File: src/common/psdc_pkg.sv
package psdc_pkg;

  // register file addresses (4-bit registers)
  localparam logic [6:0] RF_UNLOCK_JUDGE = 7'h05;
  localparam logic [6:0] RF_UNLOCK_SENS = 7'h15;
  localparam logic [6:0] RF_MODE_SEL = 7'h21;
  localparam logic [6:0] RF_REF_SEL = 7'h31;
  // peripheral address of the 16-bit ratio register
  localparam logic [6:0] PER_RATIO = 7'h41;

  // divider mode codes held in the two low mode bits
  localparam logic [1:0] MODE_OFF = 2'h0;
  localparam logic [1:0] MODE_DIRECT = 2'h1;
  localparam logic [1:0] MODE_SWALLOW_HIGH = 2'h2;
  localparam logic [1:0] MODE_SWALLOW_LOW = 2'h3;

  // reset values
  localparam logic [3:0] NIBBLE_RST = 4'h0;
  localparam logic [1:0] MODE_BITS_RST = 2'h0;
  localparam logic [15:0] RATIO_RST = 16'h0000;

  // dual-modulus prescaler: divide by 16 or by 17 (terminal counts)
  localparam logic [4:0] PRESC_LAST_LOW = 5'h0f;
  localparam logic [4:0] PRESC_LAST_HIGH = 5'h10;
  localparam logic [4:0] PRESC_ZERO = 5'h00;
  localparam logic [11:0] PROG_LAST = 12'h001;
  localparam logic [3:0] SWALLOW_ZERO = 4'h0;

  // reference generator: twelve selectable periods in clk cycles
  localparam logic [3:0] REF_SEL_COUNT = 4'hc;
  localparam logic [15:0] REF_PERIOD [0:11] = '{
    16'h0010, 16'h0014, 16'h0019, 16'h0020, 16'h0028, 16'h0032,
    16'h0040, 16'h0050, 16'h0064, 16'h0080, 16'h00a0, 16'h00c8
  };
  localparam logic [15:0] REF_CNT_ZERO = 16'h0000;
  localparam logic [15:0] REF_CNT_ONE = 16'h0001;

  // unlock sensitivity: error pulse length, in clk cycles, that sets unlock
  localparam logic [7:0] UNLOCK_LIMIT [0:3] = '{
    8'h02, 8'h04, 8'h08, 8'h10
  };
  localparam logic [7:0] ERR_CNT_ZERO = 8'h00;
  localparam logic [7:0] ERR_CNT_ONE = 8'h01;

  // mode register layout: upper two bits fixed at zero
  typedef struct packed {
    logic [1:0] fixed_zero;
    logic [1:0] mode;
  } psdc_mode_reg_s;

  // ratio register layout
  typedef struct packed {
    logic [11:0] prog;
    logic [3:0] swallow;
  } psdc_ratio_s;

  // register file request
  typedef struct packed {
    logic wr;
    logic rd;
    logic [6:0] addr;
    logic [3:0] wdata;
  } psdc_rf_req_s;

  // peripheral put/get request carrying the transfer buffer
  typedef struct packed {
    logic put;
    logic get;
    logic [6:0] addr;
    logic [15:0] data;
  } psdc_per_req_s;

  // three-state pin drive
  typedef struct packed {
    logic level;
    logic oe;
  } psdc_pin_s;

  // phase comparator states
  typedef enum logic [1:0] {
    PFD_IDLE,
    PFD_UP,
    PFD_DOWN
  } psdc_pfd_e;

endpackage : psdc_pkg

File: src/core/psdc_divider.sv
`timescale 1ns/1ps
// programmable divider: prescaler, swallow and programmable counters
module psdc_divider (
  // clock and reset
  input wire logic clk,
  input wire logic srst,
  // control
  input wire logic enable,
  input wire logic swallow_mode,
  input wire psdc_pkg::psdc_ratio_s ratio,
  // selected oscillator rising edge
  input wire logic in_edge,
  // one pulse per divided period
  output logic div_pulse
);

  // whole divider state
  typedef struct packed {
    logic [4:0] presc;
    logic [3:0] swallow;
    logic [11:0] prog;
    logic pulse;
  } psdc_div_s;

  psdc_div_s s_q;
  psdc_div_s s_d;
  logic presc_last; // prescaler at its terminal count

  // next-state logic
  always_comb begin
    s_d = s_q;
    s_d.pulse = 1'b0;
    // modulus 17 while swallow counter still nonzero
    presc_last = (s_q.swallow != psdc_pkg::SWALLOW_ZERO) ?
                 (s_q.presc == psdc_pkg::PRESC_LAST_HIGH) :
                 (s_q.presc == psdc_pkg::PRESC_LAST_LOW);
    if (!enable) begin
      // reload on restart so a new ratio takes effect at once
      s_d.presc = psdc_pkg::PRESC_ZERO;
      s_d.prog = ratio.prog;
      s_d.swallow = swallow_mode ? ratio.swallow : psdc_pkg::SWALLOW_ZERO;
    end else if (in_edge) begin
      if (!swallow_mode) begin
        // direct: programmable counter alone, swallow bypassed
        if (s_q.prog <= psdc_pkg::PROG_LAST) begin
          s_d.prog = ratio.prog;
          s_d.pulse = 1'b1;
        end else begin
          s_d.prog = s_q.prog - psdc_pkg::PROG_LAST;
        end
      end else if (presc_last) begin
        // prescaler output clocks both down-counters
        s_d.presc = psdc_pkg::PRESC_ZERO;
        if (s_q.swallow != psdc_pkg::SWALLOW_ZERO) begin
          s_d.swallow = s_q.swallow - 4'h1;
        end
        if (s_q.prog <= psdc_pkg::PROG_LAST) begin
          // period done: reload 12+4 split of the ratio
          s_d.prog = ratio.prog;
          s_d.swallow = ratio.swallow;
          s_d.pulse = 1'b1;
        end else begin
          s_d.prog = s_q.prog - psdc_pkg::PROG_LAST;
        end
      end else begin
        s_d.presc = s_q.presc + 5'h01;
      end
    end
  end

  // state register
  always_ff @(posedge clk) begin
    if (srst) begin
      s_q <= '0;
    end else begin
      s_q <= s_d;
    end
  end

  assign div_pulse = s_q.pulse;

endmodule : psdc_divider

File: src/core/psdc_top.sv
`timescale 1ns/1ps
module psdc_top (
  // clock and power-on reset
  input wire logic clk,
  input wire logic srst,
  // clock-stop reset and chip enable pin
  input wire logic clk_stop_rst,
  input wire logic chip_enable,
  // register file access
  input wire psdc_pkg::psdc_rf_req_s rf_req,
  output logic [3:0] rf_rdata,
  // peripheral put/get access
  input wire psdc_pkg::psdc_per_req_s per_req,
  output logic [15:0] get_data,
  // oscillator inputs, sampled as synchronous levels
  input wire logic osc_in_high_band,
  input wire logic osc_in_low_band,
  // internal pull-down enables of the oscillator pins
  output logic pulldown_high_band,
  output logic pulldown_low_band,
  // charge pump three-state outputs
  output psdc_pkg::psdc_pin_s error_out_one,
  output psdc_pkg::psdc_pin_s error_out_zero
);

  // whole block state
  typedef struct packed {
    psdc_pkg::psdc_mode_reg_s mode_reg;
    logic [3:0] sens;
    logic [3:0] ref_sel;
    psdc_pkg::psdc_ratio_s ratio;
    logic unlock;
    logic [3:0] rdata;
    logic [15:0] gdata;
    logic high_prev;
    logic low_prev;
    logic [15:0] ref_cnt;
    psdc_pkg::psdc_pfd_e pfd;
    logic [7:0] err_cnt;
    psdc_pkg::psdc_pin_s eo;
    logic pd_high;
    logic pd_low;
  } psdc_top_s;

  psdc_top_s s_q;
  psdc_top_s s_d;

  logic [1:0] mode; // active division mode
  logic use_high; // high-band pin routed
  logic use_low; // low-band pin routed
  logic in_edge; // rising edge of the routed pin
  logic div_on; // divider counting
  logic div_pulse; // divided output
  logic ref_tick; // reference period end
  logic [15:0] ref_period; // selected reference period
  logic [7:0] err_limit; // tolerated error length
  logic unlock_set; // unlock event this cycle
  logic rf_judge_rd; // judge register read

  // divider instance; ratio only from the data register
  psdc_divider u_divider (
    .clk(clk),
    .srst(srst),
    .enable(div_on),
    .swallow_mode(mode[1]),
    .ratio(s_q.ratio),
    .in_edge(in_edge),
    .div_pulse(div_pulse)
  );

  // input selection and edge detection
  always_comb begin
    mode = s_q.mode_reg.mode;
    // decode of the two mode bits
    use_high = chip_enable && (mode == psdc_pkg::MODE_SWALLOW_HIGH);
    use_low = chip_enable && ((mode == psdc_pkg::MODE_DIRECT) ||
                              (mode == psdc_pkg::MODE_SWALLOW_LOW));
    // at most one pin feeds the divider
    in_edge = use_high ? (osc_in_high_band && !s_q.high_prev) :
              use_low ? (osc_in_low_band && !s_q.low_prev) : 1'b0;
    div_on = use_high || use_low;
  end

  // reference and unlock selections
  always_comb begin
    // twelve periods; other codes stop the reference
    ref_period = (s_q.ref_sel < psdc_pkg::REF_SEL_COUNT) ?
                 psdc_pkg::REF_PERIOD[s_q.ref_sel] : psdc_pkg::REF_CNT_ZERO;
    ref_tick = chip_enable && (ref_period != psdc_pkg::REF_CNT_ZERO) &&
               (s_q.ref_cnt + psdc_pkg::REF_CNT_ONE >= ref_period);
    err_limit = psdc_pkg::UNLOCK_LIMIT[s_q.sens[1:0]];
    // long error pulse means the loop lost lock
    unlock_set = (s_q.pfd != psdc_pkg::PFD_IDLE) && (s_q.err_cnt >= err_limit);
    rf_judge_rd = rf_req.rd && (rf_req.addr == psdc_pkg::RF_UNLOCK_JUDGE);
  end

  // next-state logic
  always_comb begin
    s_d = s_q;
    s_d.high_prev = osc_in_high_band;
    s_d.low_prev = osc_in_low_band;

    // register file writes
    if (rf_req.wr) begin
      unique case (rf_req.addr)
        psdc_pkg::RF_MODE_SEL: begin
          // upper bits stay zero whatever is written
          s_d.mode_reg.mode = rf_req.wdata[1:0];
        end
        psdc_pkg::RF_UNLOCK_SENS: begin
          s_d.sens = rf_req.wdata;
        end
        psdc_pkg::RF_REF_SEL: begin
          s_d.ref_sel = rf_req.wdata;
        end
        default: begin
          // judge is read-only, other addresses ignored
        end
      endcase
    end
    s_d.mode_reg.fixed_zero = '0;
    // clock-stop reset clears only the mode bits
    if (clk_stop_rst) begin
      s_d.mode_reg.mode = psdc_pkg::MODE_BITS_RST;
    end

    // register file read data, registered
    unique case (rf_req.addr)
      psdc_pkg::RF_MODE_SEL: s_d.rdata = s_q.mode_reg;
      psdc_pkg::RF_UNLOCK_SENS: s_d.rdata = s_q.sens;
      psdc_pkg::RF_REF_SEL: s_d.rdata = s_q.ref_sel;
      psdc_pkg::RF_UNLOCK_JUDGE: s_d.rdata = {3'h0, s_q.unlock};
      default: s_d.rdata = psdc_pkg::NIBBLE_RST;
    endcase

    // put loads the ratio, get returns it
    if (per_req.put && (per_req.addr == psdc_pkg::PER_RATIO)) begin
      s_d.ratio = per_req.data;
    end
    if (per_req.get && (per_req.addr == psdc_pkg::PER_RATIO)) begin
      s_d.gdata = s_q.ratio;
    end

    // judge flag: read clears, a new event in that cycle wins
    if (rf_judge_rd) begin
      s_d.unlock = 1'b0;
    end
    if (unlock_set) begin
      s_d.unlock = 1'b1;
    end

    // reference generator runs in every enabled mode
    s_d.ref_cnt = ref_tick ? psdc_pkg::REF_CNT_ZERO :
                  s_q.ref_cnt + psdc_pkg::REF_CNT_ONE;

    // phase comparator: divided edge against reference edge
    unique case (s_q.pfd)
      psdc_pkg::PFD_IDLE: begin
        if (ref_tick && !div_pulse) begin
          s_d.pfd = psdc_pkg::PFD_UP;
        end else if (div_pulse && !ref_tick) begin
          s_d.pfd = psdc_pkg::PFD_DOWN;
        end
      end
      psdc_pkg::PFD_UP: begin
        // divided edge late: pump up until it arrives
        if (div_pulse) begin
          s_d.pfd = psdc_pkg::PFD_IDLE;
        end
      end
      psdc_pkg::PFD_DOWN: begin
        if (ref_tick) begin
          s_d.pfd = psdc_pkg::PFD_IDLE;
        end
      end
      default: begin
        s_d.pfd = psdc_pkg::PFD_IDLE;
      end
    endcase
    // error length counter saturates rather than wraps
    if (s_d.pfd == psdc_pkg::PFD_IDLE) begin
      s_d.err_cnt = psdc_pkg::ERR_CNT_ZERO;
    end else if (s_q.err_cnt != 8'hff) begin
      s_d.err_cnt = s_q.err_cnt + psdc_pkg::ERR_CNT_ONE;
    end

    // chip enable low: reference, comparator and error count stopped and parked
    if (!chip_enable) begin
      s_d.ref_cnt = psdc_pkg::REF_CNT_ZERO;
      s_d.pfd = psdc_pkg::PFD_IDLE;
      s_d.err_cnt = psdc_pkg::ERR_CNT_ZERO;
    end

    // charge pump: high, low or floating
    unique case (s_d.pfd)
      psdc_pkg::PFD_UP: s_d.eo = '{level: 1'b1, oe: 1'b1};
      psdc_pkg::PFD_DOWN: s_d.eo = '{level: 1'b0, oe: 1'b1};
      default: s_d.eo = '{level: 1'b0, oe: 1'b0};
    endcase

    // pull down any pin not routed
    s_d.pd_high = !(chip_enable &&
                    (s_d.mode_reg.mode == psdc_pkg::MODE_SWALLOW_HIGH));
    s_d.pd_low = !(chip_enable &&
                   ((s_d.mode_reg.mode == psdc_pkg::MODE_DIRECT) ||
                    (s_d.mode_reg.mode == psdc_pkg::MODE_SWALLOW_LOW)));
  end

  // state register; power-on clears mode and all else, pull-downs set
  always_ff @(posedge clk) begin
    if (srst) begin
      s_q <= '{
        mode_reg: '{fixed_zero: 2'h0, mode: psdc_pkg::MODE_BITS_RST},
        sens: psdc_pkg::NIBBLE_RST,
        ref_sel: psdc_pkg::NIBBLE_RST,
        ratio: psdc_pkg::RATIO_RST,
        unlock: 1'b0,
        rdata: psdc_pkg::NIBBLE_RST,
        gdata: psdc_pkg::RATIO_RST,
        high_prev: 1'b0,
        low_prev: 1'b0,
        ref_cnt: psdc_pkg::REF_CNT_ZERO,
        pfd: psdc_pkg::PFD_IDLE,
        err_cnt: psdc_pkg::ERR_CNT_ZERO,
        eo: '{level: 1'b0, oe: 1'b0},
        pd_high: 1'b1,
        pd_low: 1'b1
      };
    end else begin
      s_q <= s_d;
    end
  end

  // outputs straight from the state register
  assign rf_rdata = s_q.rdata;
  assign get_data = s_q.gdata;
  assign pulldown_high_band = s_q.pd_high;
  assign pulldown_low_band = s_q.pd_low;
  // both error pins carry the same pump drive
  assign error_out_one = s_q.eo;
  assign error_out_zero = s_q.eo;

endmodule : psdc_top

File: config.mk
export PLATFORM = sky130hd
export DESIGN_NAME = psdc_top
export DESIGN_NICKNAME = d
export VERILOG_FILES = /design/src/common/psdc_pkg.sv /design/src/core/psdc_divider.sv /design/src/core/psdc_top.sv
export SDC_FILE = /design/constraint.sdc
export NUM_CORES = 1
export LEC_CHECK = 0
export BUFFER_PORTS_ARGS = -buffer_cell sky130_fd_sc_hd__buf_2
export CAP_MARGIN = 20
export CORE_ASPECT_RATIO = 0.5
export CORE_UTILIZATION = 55
export CTS_CLUSTER_SIZE = 24
export DETAILED_ROUTE_END_ITERATION = 10
export PLACE_DENSITY = 0.77
export SLEW_MARGIN = 20
export SYNTH_ARGS = -nofsm -noshare
export SYNTH_HDL_FRONTEND = slang
export SYNTH_SLANG_ARGS = --single-unit
File: constraint.sdc
create_clock -name clk -period 4.28 [get_ports clk]
set_input_delay 0.428 -clock clk [delete_from_list [all_inputs] [get_ports clk]]
set_output_delay 0.428 -clock clk [all_outputs]
set_load 0.02 [all_outputs]
# Yosys cells after proc, flatten, opt, wreduce, memory -nomap -nowiden

Memory sizes are Yosys's and may differ from the RTL's.
Cells that the tools add are included.

Add/subtract/negate cells: 5
$lt $le $gt $ge: 6
Equality and inequality tests: 23
Muxes and demuxes: 37
Bitwise logic cells: 5
Reductions and logical operators: 38

Operator list:

| cell                  | count |
|---|---|
| $mux 16               | 4 |
| $mux 17               | 2 |
| $mux 8                | 4 |
| $mux 4                | 6 |
| $mux 10               | 2 |
| $add 16x1->16 const B | 1 |
| $bmux 8 s2            | 1 |
| $ge 16x16->1          | 1 |
| $pmux 4 s4            | 1 |
| $reduce_bool 16->1    | 1 |
| $eq 7x6->1 const B    | 2 |
| $logic_and 1x1->1     | 14 |
| $mux 13               | 1 |
| $eq 2x2->1 const B    | 6 |
| $le 12x1->1 const B   | 1 |
| $mux 12               | 1 |
| $mux 2                | 6 |
| $sub 12x1->12 const B | 1 |
| $reduce_or 3->1       | 3 |
| $add 8x1->8 const B   | 1 |
| $eq 2x1->1 const B    | 4 |
| $ge 8x8->1            | 1 |
| $ne 8x8->1 const B    | 1 |
| $reduce_and 2->1      | 4 |
| 26 further kinds      | 45 |

Register bits after elaboration: 103
Bits in read-only memories: 256
Bits of input ports: 44
Output and inout port bits: 26
Memories: 1

Memory list:

| name            | depth | bits a word | read ports | clocked after Yosys merged registers in | wr ports | line           | RTL |
|---|---|---|---|---|---|---|---|
| (no name shown) | 16    | 16          | 1          | 0                                       | 0        | psdc_top.sv:88 | `psdc_pkg::REF_PERIOD[s_q.ref_sel] : psdc_pkg::REF_CNT_ZERO;` |

# Longest topological paths before layout

Depth after elaboration: 18
Gate-level depth with buffers: 14

# Cells and area by module

From an unflattened synthesis, not the netlist that was laid out.

Cells, all modules: 627
Area, all modules: 5446.5 µm²

By module, submodules not included:

| module       | instances | cells an instance | area an instance (µm²) |
|---|---|---|---|
| psdc_top     | 1         | 444               | 4030.1 |
| psdc_divider | 1         | 183               | 1416.4 |

# Least setup slack after synthesis

OpenSTA, ideal clock, no wires.

Path kind: reg2reg
From: register s_q[70] (netlist bit)
To: register s_q, in the netlist error_out_one[0]
Setup time: 0.126 ns
Data arrival time: 2.749 ns
Required time: 4.154 ns
Setup slack: 1.404 ns
Cell stages (with the launch flop): 14
Path buffers: 0
Clock period less this slack: 2.876 ns
Cells stage by stage: dfxtp_1 > ha_1 > nor2b_1 > a21oi_1 > nor2_1 > a21oi_1 > ha_1 > a22o_1 > o41ai_1 > and4b_1 > a31oi_2 > or3_1 > ha_1 > nor2_1

Word-level cells in the longest chain between the ends: 16
Elaborated cells on any way between the ends: 21
Those cells by class: 2 x order compare; 2 x eq/ne; 9 x mux; 1 x bitwise; 6 x reduce/logical; 1 x memory

RTL lines:

| element                                                              | line            | RTL |
|---|---|---|
| start, declared                                                      | psdc_top.sv:45  | `psdc_top_s s_q;` |
| start signal, assigned                                               | psdc_top.sv:212 | `s_q <= '{` |
| $not 4->5 (not written as such)                                      | psdc_top.sv:88  |  |
| $mem_v2 16x16                                                        | n/a             |  |
| $mux 16 (not written as such) (2 in series)                          | psdc_top.sv:88  |  |
| $mux 16 (*)                                                          | psdc_top.sv:87  | `ref_period = (s_q.ref_sel < psdc_pkg::REF_SEL_COUNT) ?` |
| parallel branches: the longest is 2 deep, another holds $ge 16x16->1 | n/a             |  |
| $logic_and 1x1->1 (*)                                                | psdc_top.sv:89  | `ref_tick = chip_enable && (ref_period != psdc_pkg::REF_CNT_ZERO) &&` |
| $logic_not 1->1                                                      | psdc_top.sv:161 | `end else if (div_pulse && !ref_tick) begin` |
| $logic_and 1x1->1                                                    | psdc_top.sv:161 |  |
| $mux 2                                                               | psdc_top.sv:161 |  |
| $mux 2                                                               | psdc_top.sv:159 | `if (ref_tick && !div_pulse) begin` |
| $pmux 2 s3 (*)                                                       | psdc_top.sv:157 | `unique case (s_q.pfd)` |
| $mux 10 (*)                                                          | psdc_top.sv:188 | `if (!chip_enable) begin` |
| $eq 2x2->1 / $eq 2x1->1 (equally long branches)                      | psdc_top.sv:195 | `unique case (s_d.pfd)` |
| $pmux 2 s2 (*)                                                       | psdc_top.sv:195 |  |

Mark *: on every way between the ends. The select of a mux whose other input is x is not followed.
A chain may end at the register's enable or synchronous reset.

# Worst setup path in the final report

Ends and elaborated chain as after synthesis.

==> impl_results.md <==
* Setup crit start: s_q[70]
* Crit path top cell by count: ha_1
* CTS tree: built
* Crit path buf inv count at 0
* Delay-heaviest family, CP: simple AND/OR/NAND/NOR gates
* Synth Area per Inst at between 8 and 9 µm²
* Clock sink count at roughly 100
* Final #Nets at 706
* FF-to-FF Start: s_q[70]
* Max Slew Vio Count at 0
* Post-Synth XOR/XNOR Area at between 4 and 5%
* GRT overflow at 0
* H-tree levels at 3
* Synth Register Bits at about 100
* CP max FO at 17
* Post-layout util at about 64%
* Die area at about 9900 µm²
* Antenna violations before repair at 0
* Fillers at ~760
* Die width at around 140 µm
* VDD IR max at 0.000199 V
* RSZ-0062 raised after global routing: no
* Fin cells at 760
* Crit path DAT at approximately 3700 ps
* Clk_lat worst skew at about 360 ps
* Area leader, netlist: dfxtp_1
* Core area at 8950 µm²
* Mux share of post-synthesis cell area at under 10%
* Resize count post-CTS at 0
* Crit share post-route at roughly four fifths
* Status: finished clean
* Worst EP required at 4510 ps
* Row count at 24
* Cell with the most instances after synthesis: dfxtp_1
* TritonCTS buffer count at 9
* CTS max path bufs at 2
* Tot Pwr at between 1.5 and 2 mW
* Placed Cells at roughly 740
* R2R setup slack at between 800 and 900 ps
* Die Height at 70.8 µm
* Synthesized area at 5210 µm²
* Cell types with the highest counts after synthesis: dfxtp_1 (101), nor2_1 (73), nand2_1 (44), mux2i_1 (37), a21oi_1 (34)
* Clock Tree Root: clkbuf_16
* Min cycle time layout at roughly 3400 ps
* Simple-Gate Fraction of Synth Area at a little under a quarter
* Hold Path End: mode[0]
* Setup TNS at 0 ps
* Antenna Cells at 0
* Area delta synth->final at 10.0%
* Complex-gate fraction of the synthesized area at between 10% and 20%
* Gr usage total at between 20% and 30%
* CP Cell Sequence: ha_1 -> nor2b_1 -> a21oi_1 -> nor2_1 -> a21oi_1 -> ha_1 -> a22o_1 -> o41ai_1 -> and4b_1 -> a31oi_2 -> or3_1 -> ha_1 -> nor2_1
* Hold Path Cell Cnt at 2
* Post-Route WL at ~11 mm
* Slew at the pin with the worst max-slew slack at between 900 and 1000 ps
* GPL Wtd Cong at ~0.84
* Synthesis warning total at 0
* Synth Instances at between 600 and 700
* DRC at 0
* IO Count at 70
* DR iter-0 viols at 248
* Worst Hold Class: primary input to flop
* Routed WL per cell at ~14 µm
* Synth top area share at 38.8%
* Largest net degree at the start of global routing at approximately 70
* Post-synthesis async set-or-reset flop share at 0%
* Top_reg_cell synth: dfxtp_1
* Via/cell ratio at between 5 and 6
* Detailed Place HPWL at 7.61 mm
* Largest cells by area after synthesis: dfxtp_1 (39%), mux2i_1 (7.1%), ha_1 (5.8%)
* Leak Pwr at approximately 2.4 nW
* Share of layout cells above drive strength 1 at between 10% and 20%
* Starting density of the core at between 50% and 60%
* FMAX at between 0.2 and 0.3 GHz
* Setup CP Type: flop to flop
* Post-route ant nets at 0
* Largest register FFs at 53
* Post-synth cell types at between 60 and 70
* Clk slew on worst S/H paths at roughly 70 ps
* Critical Path Sink Type: flop
* Min-delay src: clk_stop_rst
* Final Skew at slightly below 10 ps
* Post-CTS Setup Inserts at 0
* Register area share after synthesis at slightly below 40%
* Startpoint class of the critical path: flop
* Slew headroom at approximately 38%
* Reg2Reg Depth at 13
* First-pass GRT wire length at 18.1 mm
* Most flops, register: s_q
* Largest family of logic cells by synthesized area: simple AND/OR/NAND/NOR gates
* Power Dens Cells at between 300 and 400 nW/µm²
* Crit-path max cell delay at between 400 and 500 ps
* Vias at around 4400
* Mapped Nets at 670
* Vias in the first global route at a little under 4000
* Setup violators final at 0
* Max-cap violations at 0
* Post-Synth Adder-Cell Area at 5.76%
* Slowest-stage cell, CP: or3_1
* Initial DRT Pass Iterations at 7
* Post-CTS Hold Buffers at 0
* Post-synth EDFFs at 0
* Final Hold Viols at 0
* End of the worst register-to-register path: error_out_one[0]
* Port Buf Inserts at about 70
-- power breakdown --
part | internal (mW) | switching (mW) | total (mW)
Clock | 0.411 | 0.396 | 0.808
Sequential | 0.941 | 0.00201 | 0.943
Combinational | 0.0242 | 0.0338 | 0.0579
-- how the worst max path moves through the flow --
stage                        to  slack, ps  cells after the start
2_1_floorplan  error_out_one[0]       1400                     13
3_3_place_gp   error_out_one[0]        970                     13
3_5_place_dp   error_out_one[0]        860                     14
4_1_cts        error_out_one[0]        850                     14
5_1_grt        error_out_one[1]        590                     14
6_report       error_out_one[0]        840                     13
-- layer usage --
metal	vias to the layer above	share of wire (%)	global-route usage, %
met4	0	1.4	8.06
met5	-	0	0
li1	2213	-	-
met2	136	43	36.0
met1	2012	49	30.9
met3	14	6.1	6.70
-- cells in the final DEF (no fill, tap or decap), types with 8 or more instances in the layout --
| master | Yosys | final |
|---|---|---|
| a211oi_1 | 8 | 8 |
| a21oi_1 | 34 | 34 |
| a22oi_1 | 10 | 10 |
| a31oi_1 | 10 | 10 |
| buf_2 | 4 | 69 |
| clkbuf_16 | 0 | 9 |
| dfxtp_1 | 101 | 101 |
| ha_1 | 24 | 24 |
| inv_1 | 17 | 17 |
| mux2i_1 | 37 | 37 |
| nand2_1 | 44 | 44 |
| nand3_1 | 21 | 21 |
| nor2_1 | 73 | 73 |
| nor3_1 | 26 | 26 |
| nor3b_1 | 10 | 10 |
| nor4_1 | 11 | 11 |
| o21ai_0 | 18 | 18 |
| xnor2_1 | 15 | 15 |
| xor2_1 | 9 | 9 |
-- stage by stage --
step	hold slack, ps	setup slack (ps)	area [µm²]
2_1_floorplan	436	1400	5210
5_1_grt	280	587	5730
4_1_cts	272	853	5730
3_3_place_gp	452	968	5440
3_5_place_dp	451	856	5440
6_report	282	838	5730
-- logic make-up (layout without fill, tap and decap cells) --
| family | Yosys count | after routing |
|---|---|---|
| AND/OR/NAND/NOR | 236 | 236 |
| multiplexers | 37 | 37 |
| flip-flops | 101 | 101 |
| adder cells (fa/ha/maj) | 24 | 24 |
| XOR/XNOR | 24 | 24 |
| buffers and inverters | 63 | 104 |
| AO/OA/AOI/OAI | 117 | 117 |
-- final cells by class --
class / instances / area (µm²) / share of cell area [%]
multi-input cells: 438 / 2850 / 49.7
well taps: 117 / 146 / 2.55
repair buffers: 71 / 360 / 6.29
clock buffers: 10 / 229 / 3.99
inverters: 17 / 63.8 / 1.11
clock inverters: 6 / 62.6 / 1.09
flip-flops and latches: 101 / 2020 / 35.3
-- worst reg2reg max path: cells and delay by family, from the launching register on --
family	cells	cell delay, ps
AO/OA/AOI/OAI	5	920
adder cells (fa/ha/maj)	3	800
flip-flops	1	440
AND/OR/NAND/NOR	5	1160
No activity file was read; power rests on OpenSTA's default activity.
